## src/shared/front_panel_defs.svh

```systemverilog
// constants for the front-panel configuration controller
// assumes a 125 MHz system clock; included by bare name
`ifndef FRONT_PANEL_DEFS_SVH
`define FRONT_PANEL_DEFS_SVH

// clock rate in kHz, so that ms * kHz gives cycles
`define FP_CLK_KHZ 125000
// contact settle time, ms
`define FP_DEBOUNCE_MS 10
`define FP_DEBOUNCE_CYC (`FP_DEBOUNCE_MS * `FP_CLK_KHZ)
// paddle hold time before acceleration, ms
`define FP_ACCEL_MS 500
`define FP_ACCEL_CYC (`FP_ACCEL_MS * `FP_CLK_KHZ)
// full traverse time of a wide parameter, ms, and its step count
`define FP_RANGE_MS 10000
`define FP_RANGE_STEPS 256
`define FP_REPEAT_CYC ((`FP_RANGE_MS * `FP_CLK_KHZ) / `FP_RANGE_STEPS)
// how long the configuring indicator stays lit per change, ms
`define FP_CONFIGURING_LED_MS 20
`define FP_CONFIGURING_LED_CYC (`FP_CONFIGURING_LED_MS * `FP_CLK_KHZ)

// rotary layout
`define FP_POSITIONS 16
`define FP_BANK_COUNT 2'd3
`define FP_BANK_FIRST 2'd0
`define FP_BANK_SECOND 2'd1
`define FP_POS_PARK 4'h0
`define FP_POS_LAST 4'hf
`define FP_POS_OSD 4'h1
`define FP_POS_EDH 4'h3
`define FP_POS_HANC 4'h4
`define FP_POS_TEST 4'hc
`define FP_POS_HTIME 4'hb
`define FP_POS_VTIME 4'hc

// channel setting bits
`define FP_BIT_OSD 0
`define FP_BIT_EDH 1
`define FP_BIT_HANC 2
`define FP_BIT_TEST 3
// osd off, edh on, hanc pass, test off
`define FP_CH_RESET 4'h2

// register port offsets
`define FP_REG_STATUS 8'h00
`define FP_REG_CH0 8'h04
`define FP_REG_CH1 8'h08
`define FP_REG_CH2 8'h0c
`define FP_REG_CH3 8'h10

`endif

```

## src/shared/front_panel_pkg.sv

```systemverilog
// types shared by the front-panel controller and its testbench
// no dependencies
package front_panel_pkg;

    // one channel's local settings, bit order as in the defs header
    typedef struct packed {
        logic test_on;
        logic hanc_blank;
        logic edh_on;
        logic osd_on;
    } chan_cfg_t;

    // raw operator inputs, active high
    typedef struct packed {
        logic [3:0] rotary;
        logic paddle_up;
        logic paddle_down;
        logic mode_button;
    } panel_in_t;

    // paddle assignment
    typedef enum logic [1:0] {
        MODE_PARAM = 2'b01,
        MODE_CHSEL = 2'b10
    } paddle_mode_t;

endpackage : front_panel_pkg

```

## src/hw/contact_debounce.sv

```systemverilog
// single-contact debouncer
// input is synchronous to clk; reset is the already released copy
`timescale 1ns/100ps
`default_nettype none
module contact_debounce #(
    parameter logic [20:0] SETTLE_CYC = 21'd1250000
) (
    input wire logic clk,
    input wire logic rst_n,
    input wire logic raw,
    output logic clean
);
    logic [20:0] cnt_q;

    // output follows only after the raw level has held for the settle time
    always_ff @(posedge clk or negedge rst_n) begin
        if (!rst_n) begin
            cnt_q <= 21'h000000;
            clean <= 1'b0;
        end else if (raw == clean) begin
            cnt_q <= 21'h000000;
        end else if (cnt_q >= SETTLE_CYC - 21'd1) begin
            cnt_q <= 21'h000000;
            clean <= raw;
        end else begin
            cnt_q <= cnt_q + 21'd1;
        end
    end
endmodule : contact_debounce
`default_nettype wire

```

## src/hw/paddle_repeat.sv

```systemverilog
// paddle step generator: one step per press, auto-repeat after a long hold on a wide parameter
// held is a debounced level; wide selects parameters of 256 or more values
`timescale 1ns/100ps
`default_nettype none
module paddle_repeat #(
    parameter logic [25:0] ACCEL_CYC = 26'd62500000,
    parameter logic [25:0] REPEAT_CYC = 26'd4882812
) (
    input wire logic clk,
    input wire logic rst_n,
    input wire logic held,
    input wire logic wide,
    output logic step
);
    logic [25:0] cnt_q;
    logic held_q;
    logic accel_q;

    // first step on press; repeats only while accelerated and wide
    always_ff @(posedge clk or negedge rst_n) begin
        if (!rst_n) begin
            cnt_q <= 26'h0000000;
            held_q <= 1'b0;
            accel_q <= 1'b0;
            step <= 1'b0;
        end else begin
            held_q <= held;
            step <= 1'b0;
            if (!held) begin
                cnt_q <= 26'h0000000;
                accel_q <= 1'b0;
            end else if (!held_q) begin
                step <= 1'b1;
                cnt_q <= 26'h0000000;
            end else if (!accel_q && cnt_q >= ACCEL_CYC - 26'd1) begin
                accel_q <= 1'b1;
                cnt_q <= 26'h0000000;
                step <= wide;
            end else if (accel_q && cnt_q >= REPEAT_CYC - 26'd1) begin
                cnt_q <= 26'h0000000;
                step <= wide;
            end else begin
                cnt_q <= cnt_q + 26'd1;
            end
        end
    end
endmodule : paddle_repeat
`default_nettype wire

```

## src/hw/front_panel_config_controller.sv

```systemverilog
// front-panel configuration controller for a four-channel synchronizer
// switches and jumpers are synchronous to clk; register port is a plain slave
`include "front_panel_defs.svh"
`timescale 1ns/100ps
`default_nettype none
module front_panel_config_controller
    import front_panel_pkg::*;
#(
    parameter logic [20:0] DEBOUNCE_CYC = 21'(`FP_DEBOUNCE_CYC),
    parameter logic [25:0] ACCEL_CYC = 26'(`FP_ACCEL_CYC),
    parameter logic [25:0] REPEAT_CYC = 26'(`FP_REPEAT_CYC),
    parameter logic [21:0] CONFIGURING_LED_CYC = 22'(`FP_CONFIGURING_LED_CYC)
) (
    input wire logic clk,
    input wire logic rst_n,
    input wire panel_in_t panel,
    input wire logic remote_access_jumper,
    input wire logic display_control_jumper,
    input wire logic [7:0] reg_addr,
    input wire logic [31:0] reg_wdata,
    input wire logic reg_we,
    input wire logic reg_re,
    output logic [31:0] reg_rdata,
    output logic bank_indicator_led,
    output logic channel_select_led,
    output logic channel_code_high_led,
    output logic channel_code_low_led,
    output logic configuring_led,
    output chan_cfg_t [3:0] channel_settings,
    output logic [3:0] on_screen_display,
    output logic [1:0] display_bank,
    output logic [3:0] display_position,
    output logic [1:0] display_channel,
    output logic adjust_up,
    output logic adjust_down
);
    localparam int NIN = 7;

    logic rst_meta_q;
    logic rst_sync_q;
    logic [NIN-1:0] raw_in;
    logic [NIN-1:0] clean_in;
    logic [3:0] rot_now;
    logic [3:0] rot_q;
    logic pad_up;
    logic pad_dn;
    logic btn_now;
    logic btn_q;
    logic step_up;
    logic step_dn;
    logic wide_now;
    logic [1:0] bank_q;
    logic [1:0] chan_q;
    paddle_mode_t mode_q;
    chan_cfg_t [3:0] cfg_q;
    logic [2:0] b1_dec;
    logic [2:0] reg_dec;
    logic local_hit;
    logic [1:0] local_bit;
    logic local_val;
    logic remote_hit;
    logic [1:0] remote_ch;
    logic changed;
    logic [21:0] configuring_led_cnt_q;

    // does this bank/position hold a parameter of 256 or more values
    function automatic logic is_wide(input logic [1:0] bank, input logic [3:0] pos);
        is_wide = (bank == `FP_BANK_SECOND) && (pos == `FP_POS_HTIME || pos == `FP_POS_VTIME);
    endfunction : is_wide

    // which setting bit a first-bank position drives; valid flag in msb
    function automatic logic [2:0] bank1_bit(input logic [3:0] pos);
        case (pos)
            `FP_POS_OSD: bank1_bit = {1'b1, 2'(`FP_BIT_OSD)};
            `FP_POS_EDH: bank1_bit = {1'b1, 2'(`FP_BIT_EDH)};
            `FP_POS_HANC: bank1_bit = {1'b1, 2'(`FP_BIT_HANC)};
            `FP_POS_TEST: bank1_bit = {1'b1, 2'(`FP_BIT_TEST)};
            default: bank1_bit = 3'h0;
        endcase
    endfunction : bank1_bit

    // register offset to channel index; valid flag in msb
    function automatic logic [2:0] chan_reg(input logic [7:0] addr);
        case (addr)
            `FP_REG_CH0: chan_reg = 3'h4;
            `FP_REG_CH1: chan_reg = 3'h5;
            `FP_REG_CH2: chan_reg = 3'h6;
            `FP_REG_CH3: chan_reg = 3'h7;
            default: chan_reg = 3'h0;
        endcase
    endfunction : chan_reg

    // reset release through two flops; assertion stays asynchronous
    always_ff @(posedge clk or negedge rst_n) begin
        if (!rst_n) begin
            rst_meta_q <= 1'b0;
            rst_sync_q <= 1'b0;
        end else begin
            rst_meta_q <= 1'b1;
            rst_sync_q <= rst_meta_q;
        end
    end

    assign raw_in = {panel.rotary, panel.paddle_up, panel.paddle_down, panel.mode_button};

    // debounce every contact
    // rotary bits settle separately, so a bit-skew glitch costs one settle time
    generate
        for (genvar i = 0; i < NIN; i++) begin : g_db
            contact_debounce #(
                .SETTLE_CYC(DEBOUNCE_CYC)
            ) u_db (
                .clk(clk),
                .rst_n(rst_sync_q),
                .raw(raw_in[i]),
                .clean(clean_in[i])
            );
        end
    endgenerate

    assign rot_now = clean_in[6:3];
    // both directions at once counts as neither
    assign pad_up = clean_in[2] & ~clean_in[1];
    assign pad_dn = clean_in[1] & ~clean_in[2];
    assign btn_now = clean_in[0];
    assign wide_now = is_wide(bank_q, rot_q);

    paddle_repeat #(
        .ACCEL_CYC(ACCEL_CYC),
        .REPEAT_CYC(REPEAT_CYC)
    ) u_rep_up (
        .clk(clk),
        .rst_n(rst_sync_q),
        .held(pad_up),
        .wide(wide_now),
        .step(step_up)
    );

    paddle_repeat #(
        .ACCEL_CYC(ACCEL_CYC),
        .REPEAT_CYC(REPEAT_CYC)
    ) u_rep_dn (
        .clk(clk),
        .rst_n(rst_sync_q),
        .held(pad_dn),
        .wide(wide_now),
        .step(step_dn)
    );

    // wrap past zero forward or back through F moves the bank
    always_ff @(posedge clk or negedge rst_sync_q) begin
        if (!rst_sync_q) begin
            rot_q <= `FP_POS_PARK;
            bank_q <= `FP_BANK_FIRST;
        end else begin
            rot_q <= rot_now;
            if (rot_q == `FP_POS_LAST && rot_now == `FP_POS_PARK) begin
                bank_q <= (bank_q == `FP_BANK_COUNT - 2'd1) ? `FP_BANK_FIRST : bank_q + 2'd1;
            end else if (rot_q == `FP_POS_PARK && rot_now == `FP_POS_LAST) begin
                bank_q <= (bank_q == `FP_BANK_FIRST) ? `FP_BANK_COUNT - 2'd1 : bank_q - 2'd1;
            end
        end
    end

    // button press edge toggles paddle mode
    always_ff @(posedge clk or negedge rst_sync_q) begin
        if (!rst_sync_q) begin
            btn_q <= 1'b0;
            mode_q <= MODE_PARAM;
        end else begin
            btn_q <= btn_now;
            if (btn_now && !btn_q) begin
                case (mode_q)
                    MODE_PARAM: mode_q <= MODE_CHSEL;
                    MODE_CHSEL: mode_q <= MODE_PARAM;
                    default: mode_q <= MODE_PARAM;
                endcase
            end
        end
    end

    // channel-select mode steps the active channel, wrapping at four
    always_ff @(posedge clk or negedge rst_sync_q) begin
        if (!rst_sync_q) begin
            chan_q <= 2'h0;
        end else if (mode_q == MODE_CHSEL) begin
            if (step_up) begin
                chan_q <= chan_q + 2'd1;
            end else if (step_dn) begin
                chan_q <= chan_q - 2'd1;
            end
        end
    end

    // local paddle action decode
    // parked position excluded
    // unused positions decode to no bit
    always_comb begin
        local_bit = b1_dec[1:0];
        local_val = step_up;
        local_hit = (mode_q == MODE_PARAM) && (bank_q == `FP_BANK_FIRST)
                    && (rot_q != `FP_POS_PARK) && b1_dec[2] && (step_up || step_dn);
        // display control gated by its jumper
        if (local_bit == 2'(`FP_BIT_OSD) && !display_control_jumper) begin
            local_hit = 1'b0;
        end
    end

    // remote writes need the local-and-remote jumper position
    assign b1_dec = bank1_bit(rot_q);
    assign reg_dec = chan_reg(reg_addr);
    assign remote_hit = reg_we && reg_dec[2] && remote_access_jumper;
    assign remote_ch = reg_dec[1:0];

    // channel settings; local action wins a same-cycle collision on its bit
    always_ff @(posedge clk or negedge rst_sync_q) begin
        if (!rst_sync_q) begin
            for (int c = 0; c < 4; c++) begin
                cfg_q[c] <= `FP_CH_RESET;
            end
        end else begin
            // remote may switch each channel's display separately while the display jumper is on
            if (remote_hit) begin
                cfg_q[remote_ch] <= chan_cfg_t'(reg_wdata[3:0]);
                if (!display_control_jumper) begin
                    cfg_q[remote_ch].osd_on <= cfg_q[remote_ch].osd_on;
                end
            end
            // local change lands on the active channel only
            // up on, down off for the display bit
            // up on, down off for new error data
            // up blanks, down passes ancillary data
            // up on, down off for the test signal
            if (local_hit) begin
                cfg_q[chan_q][local_bit] <= local_val;
            end
        end
    end

    assign changed = local_hit || remote_hit;

    // configuring indicator held while new settings are programmed
    always_ff @(posedge clk or negedge rst_sync_q) begin
        if (!rst_sync_q) begin
            configuring_led_cnt_q <= 22'h000000;
            configuring_led <= 1'b0;
        end else if (changed) begin
            configuring_led_cnt_q <= CONFIGURING_LED_CYC;
            configuring_led <= 1'b1;
        end else if (configuring_led_cnt_q != 22'h000000) begin
            configuring_led_cnt_q <= configuring_led_cnt_q - 22'd1;
            configuring_led <= (configuring_led_cnt_q != 22'd1);
        end else begin
            configuring_led <= 1'b0;
        end
    end

    // indicator leds, all registered
    always_ff @(posedge clk or negedge rst_sync_q) begin
        if (!rst_sync_q) begin
            bank_indicator_led <= 1'b0;
            channel_select_led <= 1'b0;
            channel_code_high_led <= 1'b0;
            channel_code_low_led <= 1'b0;
        end else begin
            // lit for the second bank only
            bank_indicator_led <= (bank_q == `FP_BANK_SECOND);
            channel_select_led <= (mode_q == MODE_CHSEL);
            // binary channel code, high led first
            channel_code_high_led <= chan_q[1];
            channel_code_low_led <= chan_q[0];
        end
    end

    // video-side outputs and display generator feed
    always_ff @(posedge clk or negedge rst_sync_q) begin
        if (!rst_sync_q) begin
            channel_settings <= {4{chan_cfg_t'(`FP_CH_RESET)}};
            on_screen_display <= 4'h0;
            display_bank <= `FP_BANK_FIRST;
            display_position <= `FP_POS_PARK;
            display_channel <= 2'h0;
            adjust_up <= 1'b0;
            adjust_down <= 1'b0;
        end else begin
            channel_settings <= cfg_q;
            // jumper off forces insertion off everywhere
            for (int c = 0; c < 4; c++) begin
                on_screen_display[c] <= cfg_q[c].osd_on & display_control_jumper;
            end
            // current function and channel go to the display
            // position zero of bank one selects the identity page
            display_bank <= bank_q;
            display_position <= rot_q;
            display_channel <= chan_q;
            // wide-range steps leave for the parameter owner
            adjust_up <= step_up && wide_now && (mode_q == MODE_PARAM);
            adjust_down <= step_dn && wide_now && (mode_q == MODE_PARAM);
        end
    end

    // register read, data one cycle after the strobe; unmapped reads zero
    always_ff @(posedge clk or negedge rst_sync_q) begin
        if (!rst_sync_q) begin
            reg_rdata <= 32'h00000000;
        end else if (reg_re) begin
            if (reg_addr == `FP_REG_STATUS) begin
                reg_rdata <= {20'h00000, display_control_jumper, remote_access_jumper,
                              configuring_led, mode_q == MODE_CHSEL, chan_q, bank_q, rot_q};
            end else if (reg_dec[2]) begin
                reg_rdata <= {28'h0000000, cfg_q[reg_dec[1:0]]};
            end else begin
                reg_rdata <= 32'h00000000;
            end
        end else begin
            reg_rdata <= 32'h00000000;
        end
    end
endmodule : front_panel_config_controller
`default_nettype wire

```

## config.mk

```make
export PLATFORM = sky130hd
export DESIGN_NAME = front_panel_config_controller
export DESIGN_NICKNAME = d
export VERILOG_FILES = /design/src/shared/front_panel_pkg.sv /design/src/hw/contact_debounce.sv /design/src/hw/paddle_repeat.sv /design/src/hw/front_panel_config_controller.sv
export VERILOG_INCLUDE_DIRS = /design/src /design/src/shared
export SDC_FILE = /design/constraint.sdc
export NUM_CORES = 1
export LEC_CHECK = 0
export BUFFER_PORTS_ARGS = -buffer_cell sky130_fd_sc_hd__buf_2
export CELL_PAD_IN_SITES_DETAIL_PLACEMENT = 2
export CELL_PAD_IN_SITES_GLOBAL_PLACEMENT = 2
export CORE_ASPECT_RATIO = 0.6
export CORE_UTILIZATION = 43
export DETAILED_ROUTE_END_ITERATION = 10
export GPL_ROUTABILITY_DRIVEN = 0
export MAX_ROUTING_LAYER = met4
export PLACE_DENSITY = 0.83
export SYNTH_ARGS = -nofsm -noshare
export SYNTH_HDL_FRONTEND = slang
export SYNTH_HIERARCHICAL = 1
export SYNTH_SLANG_ARGS = --single-unit
```

## constraint.sdc

```tcl
create_clock -name clk -period 26.6 [get_ports clk]
set_input_delay 3.99 -clock clk [delete_from_list [all_inputs] [get_ports clk]]
set_output_delay 3.99 -clock clk [all_outputs]
set_load 0.01 [all_outputs]
```

==> impl_metrics.csv <==
group,metric,value,unit
outcome,status,"completed",
yosys,synth_edf_count,0,
setup_path,rrSetupSlack,23890,ps
clock_tree,cts_hold_buf,0,
yosys,avgSynthCellArea,10.0,µm²
yosys,synthesis.area,16300,µm²
timing,max_slew_margin,0.0929,
drt,route.detailed.drc,0,
timing,fin_crit,6250,ps
setup_path,cp_max_fo,10,
timing,fmax,160,MHz
pwr,total_power,1.03,mW
setup_path,reg2reg_to,"cfg_q[12]",
setup_path,critPathRequiredTime,27070,ps
drt,wirelength,51500,µm
timing,hold_viol,0,
finish,instances_no_fill,2203,
pwr,leakage,6.94,nW
flow_run,drv_cap,0,
floorplanning,io_pins,120,
finish,fin_area,18100,µm²
drt,wl_per_cell,23.4,µm
clock_tree,clk_latency,590,ps
setup_path,crit_arrival,6720,ps
clock_tree,clk_pin_slew,70,ps
clock_tree,clockRootBuffer,"clkbuf_16",
worst_hold_path,min_from,"rst_meta_q",
finish,nets,1740,
floorplanning,row_count,54,
timing,grt_setup_unrepaired,"no",
place,dp_hpwl,34700,µm
yosys,ys_top_cells_by_area,"dfrtp_1 (46%), nor3_1 (6.3%), xnor2_1 (6.0%)",
floorplanning,die_area,38700,µm²
setup_path,cp-end-kind,"register",
finish,fillerInstances,3810,
timing,finalSetupTns,0,ps
yosys,synth-seq-area-share,0.474,
drt,vias,13500,
finish,drive_gt1_frac,0.135,
floorplanning,dieWidth,253,µm
place,placed_cell_area,17000,µm²
drt,firstDrtPassIters,5,
drt,detail-route-antenna-nets,0,
global_routing,grt_pass1_vias,14800,
place,numPortBuffers,71,
worst_hold_path,worstHoldEndpoint,"rst_sync_q",
global_routing,grt_max_degree,72,
global_routing,grt_usage,0.281,
yosys,synth-seq-cells,308,
yosys,synthFlopType,"dfrtp_1",
clock_tree,cts-buffers-inserted,31,
clock_tree,cts_sinks,308,
floorplanning,coreArea,36800,µm²
clock_tree,postCtsResizedCells,0,
global_routing,antenna_found_initial,1,
timing,period_share,0.235,
drt,vias_per_cell,6.11,
place,placed_cells,2144,
timing,slew_violations,0,
yosys,yosysWarnings,6,
setup_path,start_kind,"primary input",
yosys,synthArstFlopShare,1.00,
setup_path,worst-r2r-cell-count,5,
worst_hold_path,whs_path_depth,0,
global_routing,grt.overflow.total,0,
global_routing,grt_pass1_wl,85000,µm
yosys,syn_inst,1629,
pwr,ir_drop,0.0507,mV
yosys,yosys.area.top_type,"dfrtp_1",
timing,skew,17.9,ps
clock_tree,post_cts_buffers,0,
setup_path,r2r-start,"mode_q[0]",
pwr,power_density,56.8,nW/µm²
floorplanning,start_util,0.442,
drt,drt_iter0_drc,781,
clock_tree,cts_max_level,1,
finish,fin_util,0.490,
clock_tree,cts_tree,"yes",
yosys,synth_cell_types,69,
finish,area_delta_synth_final,10.9,%
clock_tree,clock_path_buffers,3,
yosys,synth_top_area_share,0.459,
timing,finalSetupViolations,0,
setup_path,path_class,"primary input to register",
floorplanning,dieHeight,153,µm
timing,tightest_slew,1350,ps
worst_hold_path,min_path_type,"register to register",
-- power by group --
part	internal [mW]	leakage (nW)	switching (mW)	total (mW)
clock	0.280	0.529	0.200	0.479
combinational	0.0176	2.36	0.0345	0.0522
sequential	0.480	4.05	0.0143	0.494
total	0.777	6.94	0.248	1.03
-- layer usage --
| metal | global-route usage | wire [µm] | up-vias | share of wire |
|---|---|---|---|---|
| li1 | - | - | 6115 | - |
| met1 | 0.394 | 24700 | 7053 | 0.48 |
| met2 | 0.432 | 24100 | 215 | 0.47 |
| met3 | 0.0338 | 1620 | 77 | 0.032 |
| met4 | 0.0701 | 1040 | 0 | 0.020 |
| met5 | - | 0 | - | 0 |
-- Yosys cell counts (all sizes together), types with 9 or more instances --
cell / n
dfrtp: 299
nor3: 211
xnor2: 111
nand3: 86
nand4: 77
nand2: 72
nor2: 72
buf: 53
inv: 47
nor4: 47
xor2: 47
a211oi: 41
clkbuf: 39
and3: 38
o21ai: 35
or3: 31
a21oi: 27
o211ai: 21
mux2: 20
or4: 17
a21bo: 14
a31oi: 14
ha: 14
nor4bb: 14
nor2b: 12
and2: 11
and4: 11
nor3b: 11
mux2i: 10
dfstp: 9
o31a: 9
o31ai: 9
o41ai: 9
or2: 9
-- logic make-up (layout without fill, tap and decap cells) --
kind of cell / after synthesis / in the layout / synth area share
buf+inv: 139 / 189 / 0.0401
compound gates: 221 / 221 / 0.101
simple gates: 757 / 757 / 0.269
fa+ha+maj: 14 / 14 / 0.0108
flops: 308 / 308 / 0.474
mux: 30 / 30 / 0.0200
xor+xnor: 158 / 158 / 0.0850
other cells: 2 / 22 / 0.000461
-- cell type report --
type / count / area (µm²) / share of cell area
timing repair buffer: 84 / 453 / 0.0251
clock buffer: 44 / 885 / 0.0490
clock inverter: 14 / 206 / 0.0114
sequential: 308 / 7720 / 0.428
inverter: 47 / 176 / 0.00977
multi-input combinational: 1201 / 7990 / 0.442
tap: 504 / 631 / 0.0349
antenna: 1 / 2.50 / 0.000139
-- worst max-delay path, stage by stage --
cell and delay, ps:
buf_2 210, nor3b_1 940, o211ai_1 540, a221oi_2 570, o31ai_1 170, mux2_2 290
-- registers in the layout, summed over array words and instances (netlist names), 2 cells and up --
name / flops
g_db.u_db/cnt_q: 147
u_rep_dn/cnt_q: 26
u_rep_up/cnt_q: 26
configuring_led_cnt_q: 22
cfg_q: 16
channel_settings: 16
reg_rdata: 12
g_db.u_db/clean: 7
display_position: 4
on_screen_display: 4
rot_q: 4
bank_q: 2
chan_q: 2
display_bank: 2
mode_q: 2
-- cell usage in the layout, fill, tap and decap left out, types with 20 or more instances in the layout --
cell type,count
inv_1,47
a21oi_1,27
or3_1,31
xnor2_1,111
conb_1,21
nor2_1,72
nor4_1,38
dfrtp_1,298
mux2_2,20
xor2_1,47
a211oi_1,34
o21ai_0,28
nor3_1,206
and3_1,38
o211ai_1,21
buf_2,71
nand2_1,70
clkbuf_16,31
nand4_1,70
nand3_1,86
-- how the worst max path moves through the flow --
| stage | to | cells past startpoint | start | slack [ps] |
|---|---|---|---|---|
| after global placement | cfg_q[0] | 6 | reg_addr[4] | 20220 |
| after CTS | reg_rdata[3] | 6 | reg_addr[0] | 20500 |
| after detailed placement | cfg_q[0] | 6 | reg_addr[4] | 19910 |
| after global routing | reg_rdata[3] | 6 | reg_addr[0] | 20220 |
| after floorplan | adjust_down | 0 | rst_sync_q | 17400 |
| final | cfg_q[0] | 6 | reg_addr[4] | 20350 |
-- through the flow --
stage	setup slack, ps	hold slack [ps]
after floorplan	17400	331
after global placement	20220	341
after detailed placement	19910	339
after CTS	20500	359
after global routing	20220	370
final	20350	354
Power figures use the tool's default switching activity.
